--- config.mk ---
export PLATFORM = sky130hd
export DESIGN_NAME = codec_power_output_control
export DESIGN_NICKNAME = d
export VERILOG_FILES = /design/src/codec_power_pkg.sv /design/src/pin_synchroniser.sv /design/src/pcm_frame_gen.sv /design/src/codec_power_output_control.sv
export SDC_FILE = /design/constraint.sdc
export NUM_CORES = 1
export LEC_CHECK = 0
export ABC_AREA = 1
export BUFFER_PORTS_ARGS = -buffer_cell sky130_fd_sc_hd__buf_2
export CAP_MARGIN = 25
export CORE_ASPECT_RATIO = 1.1
export CORE_MARGIN = 1.5
export CORE_UTILIZATION = 54
export DETAILED_ROUTE_END_ITERATION = 8
export PLACE_DENSITY = 0.8
export RECOVER_POWER = 50
export SLEW_MARGIN = 20
export SYNTH_ARGS = -nofsm -noshare
export SYNTH_HDL_FRONTEND = slang
export SYNTH_SLANG_ARGS = --single-unit
export TNS_END_PERCENT = 50
--- constraint.sdc ---
create_clock -name clk -period 1.8 [get_ports clk]
set_input_delay 0.36 -clock clk [delete_from_list [all_inputs] [get_ports clk]]
set_output_delay 0.36 -clock clk [all_outputs]
set_load 0.03 [all_outputs]
--- src/codec_power_pkg.sv ---
// Purpose: Shared constants and types for the codec power/output control
// Assumes: 25 MHz system clock, 12.288 MHz master clock at the codec core
// Notes:   Register offsets are word aligned on a 32-bit APB bus
package codec_power_pkg;

	localparam int CLK_HZ          = 25_000_000;
	localparam int CLK_MHZ         = CLK_HZ / 1_000_000;
	localparam int MASTER_CLOCK_HZ = 12_288_000;

	// Oscillator settling hold-off after power-down release
	localparam int SETTLE_TIME_US  = 28000;
	localparam int SETTLE_CYCLES   = SETTLE_TIME_US * CLK_MHZ;

	// PCM clocking in master mode
	localparam int FRAME_HZ        = 8000;
	localparam int BCLK_COMP_HZ    = 64000;
	localparam int BCLK_LIN_HZ     = 128000;
	localparam int HALF_COMP       = CLK_HZ / (2 * BCLK_COMP_HZ);
	localparam int HALF_LIN        = CLK_HZ / (2 * BCLK_LIN_HZ);
	localparam int BITS_COMP       = BCLK_COMP_HZ / FRAME_HZ;
	localparam int BITS_LIN        = BCLK_LIN_HZ / FRAME_HZ;
	localparam int LONG_SYNC_BITS  = 8;

	// Register map
	localparam logic [7:0] ADDR_CONTROL  = 8'h00;
	localparam logic [7:0] ADDR_ANALOG   = 8'h04;
	localparam logic [7:0] ADDR_PIN_FUNC = 8'h08;
	localparam logic [7:0] ADDR_STATUS   = 8'h0c;

	localparam int CTRL_SOFT_PD    = 7;
	localparam int CTRL_LINE_OFF   = 5;
	localparam int ANA_KEEP        = 7;
	localparam int ANA_ACO_SEL     = 1;
	localparam int ANA_LINE_SEL    = 0;
	localparam int PF_B1           = 1;
	localparam int PF_B2           = 2;

	localparam logic RESET_SOFT_PD  = 1'b0;
	localparam logic RESET_LINE_OFF = 1'b0;
	localparam logic RESET_KEEP     = 1'b0;
	localparam logic RESET_SEL      = 1'b0;
	localparam logic RESET_PF       = 1'b0;

	localparam int ST_PD           = 0;
	localparam int ST_READY        = 1;
	localparam int ST_LINE_OFF     = 2;
	localparam int ST_ACO_SPEECH   = 3;
	localparam int ST_LINE_SPEECH  = 4;
	localparam int ST_SLAVE        = 5;
	localparam int ST_SHORT        = 6;
	localparam int ST_LINEAR       = 7;
	localparam int ST_B1           = 8;
	localparam int ST_B2           = 9;

	// Synchronised pin bundle
	localparam int IN_PD_N         = 0;
	localparam int IN_KEEP         = 1;
	localparam int IN_HOST_SEL     = 2;
	localparam int IN_B1           = 3;
	localparam int IN_B2           = 4;
	localparam int IN_CLK_MODE     = 5;
	localparam int IN_SYNC_SEL     = 6;
	localparam int IN_LINEAR_N     = 7;
	localparam int IN_SYNC         = 8;
	localparam int IN_COUNT        = 9;
	localparam logic [IN_COUNT-1:0] IN_RESET = 9'h000;

	typedef enum logic [1:0] {
		OUT_FLOAT,
		OUT_REFERENCE,
		OUT_SPEECH
	} analog_state_t;

endpackage

--- src/pin_synchroniser.sv ---
// Purpose: Two-flop synchroniser for a bundle of asynchronous pins
// Assumes: Pins are quasi-static relative to the clock
// Notes:   Only the second stage leaves this module
`timescale 1ns/1ps
`default_nettype none
module pin_synchroniser #(
	parameter int                 WIDTH       = 1,
	parameter logic [WIDTH-1:0]   RESET_VALUE = '0
) (
	input  wire logic             clk,    // System clock
	input  wire logic             resetn, // Async reset, active low
	input  wire logic [WIDTH-1:0] pins,   // Raw pin levels
	output logic      [WIDTH-1:0] synced  // Second-stage levels
);

	typedef struct packed {
		logic [WIDTH-1:0] first;
		logic [WIDTH-1:0] second;
	} sync_state_t;

	sync_state_t state_q;
	sync_state_t state_d;

	always_comb begin
		state_d.first  = pins;
		state_d.second = state_q.first;
	end

	always_ff @(posedge clk or negedge resetn) begin
		if (!resetn) begin
			state_q <= {RESET_VALUE, RESET_VALUE};
		end else begin
			state_q <= state_d;
		end
	end

	assign synced = state_q.second;

endmodule
`default_nettype wire

--- src/pcm_frame_gen.sv ---
// Purpose: Bit clock and 8 kHz frame sync for PCM clock master mode
// Assumes: run stays low while the master clock is not settled
// Notes:   Integer divider, so the rates sit a fraction of a percent high
`timescale 1ns/1ps
`default_nettype none
module pcm_frame_gen (
	input  wire logic clk,          // System clock
	input  wire logic resetn,       // Async reset, active low
	input  wire logic run,          // Generate clocks when high
	input  wire logic linearFormat, // 16-bit linear when high
	input  wire logic shortSync,    // Short frame sync when high
	output logic      bitClock,     // Shift clock out
	output logic      frameSync     // Frame sync out
);

	typedef struct packed {
		logic [7:0] halfCnt;
		logic [4:0] bitIdx;
		logic       bitClock;
		logic       frameSync;
	} gen_state_t;

	gen_state_t state_q;
	gen_state_t state_d;
	logic [7:0] halfLast;
	logic [4:0] bitLast;

	always_comb begin
		state_d  = state_q;
		halfLast = linearFormat ? 8'(codec_power_pkg::HALF_LIN - 1)
			: 8'(codec_power_pkg::HALF_COMP - 1);
		bitLast  = linearFormat ? 5'(codec_power_pkg::BITS_LIN - 1)
			: 5'(codec_power_pkg::BITS_COMP - 1);
		if (!run) begin
			state_d = '0;
		end else if (state_q.halfCnt >= halfLast) begin
			state_d.halfCnt  = 8'h00;
			state_d.bitClock = !state_q.bitClock;
			if (!state_q.bitClock) begin
				state_d.bitIdx = (state_q.bitIdx >= bitLast) ? 5'h00
					: state_q.bitIdx + 5'h01;
				// Short sync spans the bit before the frame start
				state_d.frameSync = shortSync
					? (state_d.bitIdx == bitLast)
					: (state_d.bitIdx < 5'(codec_power_pkg::LONG_SYNC_BITS))
						&& (state_d.bitIdx != bitLast);
			end
		end else begin
			state_d.halfCnt = state_q.halfCnt + 8'h01;
		end
	end

	always_ff @(posedge clk or negedge resetn) begin
		if (!resetn) begin
			state_q <= '0;
		end else begin
			state_q <= state_d;
		end
	end

	assign bitClock  = state_q.bitClock;
	assign frameSync = state_q.frameSync;

endmodule
`default_nettype wire

--- src/codec_power_output_control.sv ---
// Purpose: Power-down gating, analog output selection, oscillator settle,
//          secondary pin functions and PCM frame sync for a dual codec
// Assumes: APB slave on a 25 MHz clock; pins are asynchronous
// Notes:   Rules
//
// The APB interface to the registers and the placing of the registers were chosen for this implementation.
`timescale 1ns/1ps
`default_nettype none
module codec_power_output_control #(
	parameter int unsigned ADDR_W        = 8,
	parameter int unsigned SETTLE_CYCLES = codec_power_pkg::SETTLE_CYCLES
) (
	input  wire logic                  clk,             // 25 MHz clock
	input  wire logic                  resetn,          // Async reset
	// APB slave
	input  wire logic                  psel,            // Select
	input  wire logic                  penable,         // Access phase
	input  wire logic                  pwrite,          // Write
	input  wire logic [ADDR_W-1:0]     paddr,           // Byte address
	input  wire logic [31:0]           pwdata,          // Write data
	output logic      [31:0]           prdata,          // Read data
	output logic                       pready,          // Transfer done
	output logic                       pslverr,         // Unmapped
	// Control pins, asynchronous
	input  wire logic                  powerDownPinN,   // Low = power-down
	input  wire logic                  referenceKeepPin, // Keep reference
	input  wire logic                  hostInterfaceSelect, // Host mode
	input  wire logic                  generalInputBOne, // Line disable
	input  wire logic                  generalInputBTwo, // Output select
	input  wire logic                  clockModeSelect, // 1 = slave
	input  wire logic                  frameSyncSelect, // 1 = short
	input  wire logic                  linearFormatN,   // 0 = linear
	input  wire logic                  frameSyncIn,     // Sync in, slave
	// Analog control
	output logic                       acousticAmpOutAOe, // Drive amp A
	output logic                       acousticAmpOutBOe, // Drive amp B
	output logic                       lineAmpOutOe,    // Drive line amp
	output codec_power_pkg::analog_state_t acousticAnalogOut, // State
	output codec_power_pkg::analog_state_t lineAnalogOut,     // State
	output logic                       referenceOn,     // Reference up
	output logic                       lineSideEnable,  // Line codec on
	output logic                       oscillatorRun,   // Crystal drive
	output logic                       masterClockReady, // Clock settled
	// PCM clocks
	output logic                       bitClockOut,     // Bit clock
	output logic                       bitClockOe,      // Drive bit clock
	output logic                       frameSyncOut,    // Frame sync
	output logic                       frameSyncOe      // Drive sync
);

	localparam int SW = $clog2(SETTLE_CYCLES + 1);
	localparam logic [SW-1:0] SETTLE_LOAD = SW'(SETTLE_CYCLES);

	typedef struct packed {
		logic                           softPowerDown;
		logic                           lineDisableBit;
		logic                           keepBit;
		logic                           acousticSelBit;
		logic                           lineSelBit;
		logic                           pinFuncOne;
		logic                           pinFuncTwo;
		logic                           slaveMode;
		logic                           shortSync;
		logic                           linearFormat;
		logic [SW-1:0]                  settleCnt;
		logic                           clockReady;
		logic                           syncPrev;
		logic                           sampledOne;
		logic                           sampledTwo;
		logic                           genRun;
		logic                           ampAOe;
		logic                           ampBOe;
		logic                           lineAmpOe;
		codec_power_pkg::analog_state_t acousticOut;
		codec_power_pkg::analog_state_t lineOut;
		logic                           refOn;
		logic                           lineEnable;
		logic                           oscRun;
		logic                           pcmOe;
		logic [31:0]                    rdata;
		logic                           ready;
		logic                           err;
	} ctl_state_t;

	ctl_state_t                       state_q;
	ctl_state_t                       state_d;
	logic [codec_power_pkg::IN_COUNT-1:0] pinRaw;
	logic [codec_power_pkg::IN_COUNT-1:0] pinSync;
	logic                             genBitClock;
	logic                             genFrameSync;
	logic                             powerDown;
	logic                             secondaryOne;
	logic                             secondaryTwo;
	logic                             lineOff;
	logic                             selectPin;
	logic                             keepAlive;
	logic                             syncNow;
	logic                             syncRise;
	logic                             configOpen;
	logic                             setupPhase;
	logic                             writeNow;
	logic [31:0]                      status;

	// Address decode shared by the read and write paths
	function automatic logic isMapped(input logic [ADDR_W-1:0] a);
		logic [7:0] w;
		w = 8'(a);
		return (w == codec_power_pkg::ADDR_CONTROL)
			|| (w == codec_power_pkg::ADDR_ANALOG)
			|| (w == codec_power_pkg::ADDR_PIN_FUNC)
			|| (w == codec_power_pkg::ADDR_STATUS);
	endfunction

	// Output state of one analog output pin
	function automatic codec_power_pkg::analog_state_t outState(
		input logic pd,
		input logic keep,
		input logic forceRef,
		input logic speech
	);
		codec_power_pkg::analog_state_t r;
		if (pd) begin
			r = keep ? codec_power_pkg::OUT_REFERENCE
				: codec_power_pkg::OUT_FLOAT;
		end else if (forceRef || !speech) begin
			r = codec_power_pkg::OUT_REFERENCE;
		end else begin
			r = codec_power_pkg::OUT_SPEECH;
		end
		return r;
	endfunction

	assign pinRaw = {frameSyncIn, linearFormatN, frameSyncSelect,
		clockModeSelect, generalInputBTwo, generalInputBOne,
		hostInterfaceSelect, referenceKeepPin, powerDownPinN};

	pin_synchroniser #(
		.WIDTH       (codec_power_pkg::IN_COUNT),
		.RESET_VALUE (codec_power_pkg::IN_RESET)
	) u_pin_sync (
		.clk    (clk),
		.resetn (resetn),
		.pins   (pinRaw),
		.synced (pinSync)
	);

	pcm_frame_gen u_frame_gen (
		.clk          (clk),
		.resetn       (resetn),
		.run          (state_q.genRun),
		.linearFormat (state_q.linearFormat),
		.shortSync    (state_q.shortSync),
		.bitClock     (genBitClock),
		.frameSync    (genFrameSync)
	);

	always_comb begin
		state_d = state_q;

		// Either the pin or the soft bit puts the block in power-down
		powerDown = !pinSync[codec_power_pkg::IN_PD_N]
			|| state_q.softPowerDown;
		// Keep-alive only counts while powered down
		keepAlive = powerDown
			&& (pinSync[codec_power_pkg::IN_KEEP] || state_q.keepBit);
		configOpen = powerDown || !state_q.clockReady;

		secondaryOne = pinSync[codec_power_pkg::IN_HOST_SEL]
			|| state_q.pinFuncOne;
		secondaryTwo = pinSync[codec_power_pkg::IN_HOST_SEL]
			|| state_q.pinFuncTwo;

		// Sample on the frame sync seen by the PCM side
		syncNow  = state_q.slaveMode ? pinSync[codec_power_pkg::IN_SYNC]
			: genFrameSync;
		syncRise = syncNow && !state_q.syncPrev;
		state_d.syncPrev = syncNow;
		if (syncRise) begin
			state_d.sampledOne = pinSync[codec_power_pkg::IN_B1];
			state_d.sampledTwo = pinSync[codec_power_pkg::IN_B2];
		end

		// Line disable applied as given; host keeps it steady in a call
		lineOff = state_q.lineDisableBit
			|| (secondaryOne && state_q.sampledOne);
		selectPin = secondaryTwo && state_q.sampledTwo;

		// Clock, sync and format selects only latch in power-down or until the master clock is ready
		if (configOpen) begin
			state_d.slaveMode    = pinSync[codec_power_pkg::IN_CLK_MODE];
			state_d.shortSync    = pinSync[codec_power_pkg::IN_SYNC_SEL];
			state_d.linearFormat = !pinSync[codec_power_pkg::IN_LINEAR_N];
		end

		// Oscillator stops in power-down and must settle after release
		state_d.oscRun = !powerDown;
		if (powerDown) begin
			state_d.settleCnt  = SETTLE_LOAD;
			state_d.clockReady = 1'b0;
		end else if (state_q.settleCnt != '0) begin
			state_d.settleCnt  = state_q.settleCnt - SW'(1);
			state_d.clockReady = 1'b0;
		end else begin
			state_d.clockReady = 1'b1;
		end

		state_d.genRun = !powerDown && state_q.clockReady
			&& !state_q.slaveMode;
		// Pins idle low in master mode and are released in slave mode
		state_d.pcmOe = !state_q.slaveMode;

		state_d.ampAOe     = !powerDown;
		state_d.ampBOe     = !powerDown;
		state_d.lineAmpOe  = !powerDown && !lineOff;
		state_d.lineEnable = !powerDown && !lineOff;
		state_d.refOn      = !powerDown || keepAlive;
		state_d.acousticOut = outState(powerDown, keepAlive, 1'b0,
			selectPin || state_q.acousticSelBit);
		state_d.lineOut = outState(powerDown, keepAlive, lineOff,
			selectPin || state_q.lineSelBit);

		status = 32'h0000_0000;
		status[codec_power_pkg::ST_PD]          = powerDown;
		status[codec_power_pkg::ST_READY]       = state_q.clockReady;
		status[codec_power_pkg::ST_LINE_OFF]    = lineOff;
		status[codec_power_pkg::ST_ACO_SPEECH]  =
			state_q.acousticOut == codec_power_pkg::OUT_SPEECH;
		status[codec_power_pkg::ST_LINE_SPEECH] =
			state_q.lineOut == codec_power_pkg::OUT_SPEECH;
		status[codec_power_pkg::ST_SLAVE]       = state_q.slaveMode;
		status[codec_power_pkg::ST_SHORT]       = state_q.shortSync;
		status[codec_power_pkg::ST_LINEAR]      = state_q.linearFormat;
		status[codec_power_pkg::ST_B1]          = state_q.sampledOne;
		status[codec_power_pkg::ST_B2]          = state_q.sampledTwo;

		// APB: ready rises the cycle after setup, so no wait states
		setupPhase = psel && !penable && !state_q.ready;
		writeNow   = psel && penable && pwrite && state_q.ready
			&& isMapped(paddr);
		state_d.ready = setupPhase;
		state_d.err   = setupPhase && !isMapped(paddr);
		state_d.rdata = 32'h0000_0000;
		if (setupPhase && !pwrite) begin
			case (8'(paddr))
				codec_power_pkg::ADDR_CONTROL: begin
					state_d.rdata[codec_power_pkg::CTRL_SOFT_PD] =
						state_q.softPowerDown;
					state_d.rdata[codec_power_pkg::CTRL_LINE_OFF] =
						state_q.lineDisableBit;
				end
				codec_power_pkg::ADDR_ANALOG: begin
					state_d.rdata[codec_power_pkg::ANA_KEEP] =
						state_q.keepBit;
					state_d.rdata[codec_power_pkg::ANA_ACO_SEL] =
						state_q.acousticSelBit;
					state_d.rdata[codec_power_pkg::ANA_LINE_SEL] =
						state_q.lineSelBit;
				end
				codec_power_pkg::ADDR_PIN_FUNC: begin
					state_d.rdata[codec_power_pkg::PF_B1] =
						state_q.pinFuncOne;
					state_d.rdata[codec_power_pkg::PF_B2] =
						state_q.pinFuncTwo;
				end
				codec_power_pkg::ADDR_STATUS: begin
					state_d.rdata = status;
				end
				default: begin
					state_d.rdata = 32'h0000_0000;
				end
			endcase
		end
		if (writeNow) begin
			case (8'(paddr))
				codec_power_pkg::ADDR_CONTROL: begin
					state_d.softPowerDown =
						pwdata[codec_power_pkg::CTRL_SOFT_PD];
					state_d.lineDisableBit =
						pwdata[codec_power_pkg::CTRL_LINE_OFF];
				end
				codec_power_pkg::ADDR_ANALOG: begin
					state_d.keepBit = pwdata[codec_power_pkg::ANA_KEEP];
					state_d.acousticSelBit =
						pwdata[codec_power_pkg::ANA_ACO_SEL];
					state_d.lineSelBit =
						pwdata[codec_power_pkg::ANA_LINE_SEL];
				end
				codec_power_pkg::ADDR_PIN_FUNC: begin
					state_d.pinFuncOne = pwdata[codec_power_pkg::PF_B1];
					state_d.pinFuncTwo = pwdata[codec_power_pkg::PF_B2];
				end
				default: begin
					state_d.err = 1'b0;
				end
			endcase
		end
	end

	always_ff @(posedge clk or negedge resetn) begin
		if (!resetn) begin
			state_q               <= '0;
			state_q.softPowerDown <= codec_power_pkg::RESET_SOFT_PD;
			state_q.lineDisableBit <= codec_power_pkg::RESET_LINE_OFF;
			state_q.keepBit       <= codec_power_pkg::RESET_KEEP;
			state_q.acousticSelBit <= codec_power_pkg::RESET_SEL;
			state_q.lineSelBit    <= codec_power_pkg::RESET_SEL;
			state_q.pinFuncOne    <= codec_power_pkg::RESET_PF;
			state_q.pinFuncTwo    <= codec_power_pkg::RESET_PF;
			state_q.settleCnt     <= SETTLE_LOAD;
			state_q.acousticOut   <= codec_power_pkg::OUT_FLOAT;
			state_q.lineOut       <= codec_power_pkg::OUT_FLOAT;
		end else begin
			state_q <= state_d;
		end
	end

	assign prdata            = state_q.rdata;
	assign pready            = state_q.ready;
	assign pslverr           = state_q.err;
	assign acousticAmpOutAOe = state_q.ampAOe;
	assign acousticAmpOutBOe = state_q.ampBOe;
	assign lineAmpOutOe      = state_q.lineAmpOe;
	assign acousticAnalogOut = state_q.acousticOut;
	assign lineAnalogOut     = state_q.lineOut;
	assign referenceOn       = state_q.refOn;
	assign lineSideEnable    = state_q.lineEnable;
	assign oscillatorRun     = state_q.oscRun;
	assign masterClockReady  = state_q.clockReady;
	assign bitClockOut       = genBitClock;
	assign bitClockOe        = state_q.pcmOe;
	assign frameSyncOut      = genFrameSync;
	assign frameSyncOe       = state_q.pcmOe;

endmodule
`default_nettype wire

==> run_results.csv <==
group,metric,value,unit
floorplanning,boundaryPins,103,
synthesis,yosys_warnings,0,
worst_setup_path,r2r-start,"state_q[70]$_DFFE_PN0P_",
synthesis,seq_area_frac_synth,0.520,
pwr,internal_power,3.23,mW
final_layout,instances_no_fill,662,
clock_tree,clk_latency,360,ps
floorplanning,die-area,8420,µm²
status,status,"finished, final reports clean",
floorplanning,core_area,7560,µm²
final_layout,areaGrowthSynthToFinish,13.9,%
worst_setup_path,end_kind,"register",
pwr,combinationalPowerShare,0.099,
clock_tree,clock-sinks,88,
sta,fin_hold_ws,97.9,ps
final_layout,final_common_cell,"nand2_1",
worst_setup_path,worstPathMaxFanout,5,
sta,fin_setup_tns,0,ps
clock_tree,cts-root-buf,"clkbuf_8",
run,cap_viol_max_count,0,
sta,finClkSkew,8.16,ps
worst_setup_path,worstSetupPathType,"reg2reg",
pwr,switchingPower,1.02,mW
pwr,leakagePower,2.48,nW
clock_tree,clockBufferDepth,2,
floorplanning,fp.dieW,87.6,µm
worst_hold_path,hp-class,"in2reg",
sta,relSlewSlack,0.354,
global_routing,grtUsageMet2,0.378,
worst_setup_path,r2r-end,"u_frame_gen.state_q[9]$_DFF_PN0_",
final_layout,drive_gt1_frac,0.212,
routing,drc,0,
synthesis,ys.flop_type,"dfrtp_1",
worst_setup_path,crit_family,"flip-flops",
place,gp_congestion,0.964,
sta,fmax,584,MHz
worst_setup_path,path_buf_inv,3,
final_layout,final_cell_mix,"111 x nand2_1, 79 x dfrtp_1, 62 x nor2_1, 56 x inv_1, 52 x buf_2",
routing,detail_route.wl_per_cell,12.3,µm
global_routing,grt_max_degree,38,
synthesis,ys_types,34,
sta,drv_slew,0,
worst_setup_path,crit_end,"u_frame_gen.state_q[9]$_DFF_PN0_",
routing,antenna_left,0,
worst_setup_path,cp.depth,9,
global_routing,grt_pass1_vias,3015,
clock_tree,cts-htree-levels,3,
place,placed_cell_area,4540,µm²
floorplanning,core.rowCount,33,
pwr,ir_drop,0.371,mV
floorplanning,die_h,96.1,µm
worst_hold_path,hold_depth,1,
sta,fin_crit_sh,0.952,
pwr,p_per_area,877,nW/µm²
routing,vias,3226,
place,dp.cells,644,
global_routing,grt_usage,0.207,
routing,wirelength,8150,µm
clock_tree,cts_tree,"yes",
clock_tree,numCtsBuffers,9,
routing,drt-pass1-iter-count,4,
final_layout,nets,614,
worst_setup_path,critical_path.startpoint,"state_q[70]$_DFFE_PN0P_",
sta,final_hold_viol_count,0,
sta,period_needed,1710,ps
routing,drt_iter0_drc,168,
global_routing,grt.busiest_layer,"met2",
clock_tree,clk_pin_slew,90,ps
worst_setup_path,max_stage_delay,390,ps
pwr,power_frac_seq,0.492,
worst_setup_path,r2r_setup_slack,90,ps
pwr,clkPwrFrac,0.409,
floorplanning,start_util,0.563,
worst_setup_path,reg2regPathDepth,9,
global_routing,grt_pass1_wl,13200,µm
synthesis,syn_avg_cell_area,8.59,µm²
place,portBuffers,53,
global_routing,gr-usage-met1,0.232,
final_layout,diodes,0,
synthesis,netlist_area,4250,µm²
final_layout,design_area,4850,µm²
worst_setup_path,slowest_stage,"dfrtp_1",
synthesis,ys_seq_elements,88,
worst_setup_path,arrival,2000,ps
synthesis,async_flop_share,1.00,
final_layout,fillers,628,
worst_setup_path,crit_chain,"buf_4, ha_4, nand2_4, inv_1, a21oi_2, nand4_1, inv_2, o21ai_0, a21oi_1",
synthesis,synthCells,495,
worst_setup_path,cp-start-kind,"register",
synthesis,synth_edf_count,0,
global_routing,grt-ovfl-total,0,
global_routing,use_met3,0.0489,
sta,setup_viol_count_final,0,
pwr,swShare,0.240,
worst_setup_path,crit_required,2080,ps
global_routing,antenna_found_initial,0,
final_layout,postLayoutCoreUtil,0.641,
routing,via_per_inst,4.87,
sta,worst_pin_slew,969,ps
place,hpwl,6070,µm
power by group through the flow:
stage,Clock [mW],Sequential (mW),Combinational (mW)
5_1_grt,1.86,2.10,0.470
3_3_place_gp,0,2.12,0.408
6_report,1.74,2.09,0.421
2_1_floorplan,0,2.14,0.301
3_5_place_dp,0,2.13,0.418
4_1_cts,1.77,2.09,0.422
worst min-delay path by stage:
| stage | from | endpoint | slack (ps) |
|---|---|---|---|
| finish | powerDownPinN | u_pin_sync.state_d[0]$_DFF_PN0_ | 100 |
| global route | powerDownPinN | u_pin_sync.state_d[0]$_DFF_PN0_ | 90 |
| CTS | powerDownPinN | u_pin_sync.state_d[0]$_DFF_PN0_ | 80 |
| detailed placement | u_pin_sync.state_d[8]$_DFF_PN0_ | u_pin_sync.synced[8]$_DFF_PN0_ | 340 |
| global placement | u_pin_sync.state_d[2]$_DFF_PN0_ | u_pin_sync.synced[2]$_DFF_PN0_ | 330 |
| floorplan | resetn | acousticAnalogOut[0]$_DFF_PN0_ | 60 |
cell usage after synthesis (2+ instances only):
| library cell | n | area, µm² |
|---|---|---|
| or2_2 | 6 | 37.5 |
| dfrtp_1 | 79 | 1980 |
| a21oi_1 | 14 | 70.1 |
| nor2_1 | 63 | 236 |
| inv_1 | 58 | 218 |
| ha_1 | 7 | 87.6 |
| buf_2 | 2 | 10.0 |
| dfstp_2 | 9 | 236 |
| nand2_2 | 3 | 18.8 |
| nand2_1 | 115 | 432 |
| nand3b_1 | 2 | 15.0 |
| nor3_1 | 18 | 90.1 |
| xor2_1 | 5 | 43.8 |
| nor2_2 | 3 | 18.8 |
| nand3_1 | 25 | 125 |
| nor4_1 | 2 | 12.5 |
| buf_4 | 40 | 300 |
| nand4_1 | 6 | 37.5 |
| o21ai_0 | 21 | 105 |
| xnor2_1 | 3 | 26.3 |
cell type report:
type,count,area (µm²),share of cell area
inverter,59,224,0.0462
clock inverter,5,129,0.0266
tap,105,131,0.0271
multi-input combinational,327,1620,0.335
clock buffer,10,128,0.0263
sequential,88,2210,0.457
timing repair buffer,68,398,0.0821
per-layer routing:
layer  routed length [µm]  part of all wire
met1                 3350              0.41
met2                 4330              0.53
met3                  344             0.042
met4                  133             0.016
met5                    0                 0
through the flow:
| stage | worst slack, ps | power [mW] |
|---|---|---|
| 2_1_floorplan | 217 | 2.44 |
| 3_3_place_gp | 91.8 | 2.53 |
| 3_5_place_dp | 53.8 | 2.55 |
| 4_1_cts | 11.1 | 4.29 |
| 5_1_grt | -22.4 | 4.42 |
| 6_report | 86.6 | 4.25 |
timing repair:
action,in CTS,in global routing
setup endpoints to repair,0,13
hold endpoints to repair,32,0
setup buffers,0,2
hold buffers,1,0
gates resized for setup,0,13
sequential cells by signal, summed over array words and instances, names as in the netlist, 2 cells and up:
register,cells
state_q,34
u_frame_gen.state_q,13
prdata,10
u_pin_sync.state_d,9
u_pin_sync.synced,9
acousticAnalogOut,2
lineAnalogOut,2
cell families (layout without fill, tap and decap cells):
group | Yosys count | count (layout) | share of synthesized area
AND/OR/NAND/NOR | 252 | 252 | 0.269
other | 1 | 22 | 0.000882
flip-flops | 88 | 88 | 0.520
adder cells (fa/ha/maj) | 7 | 7 | 0.0206
buffers and inverters | 101 | 142 | 0.126
XOR/XNOR | 8 | 8 | 0.0165
AO/OA/AOI/OAI | 38 | 38 | 0.0471
Power figures use the tool's default switching activity.
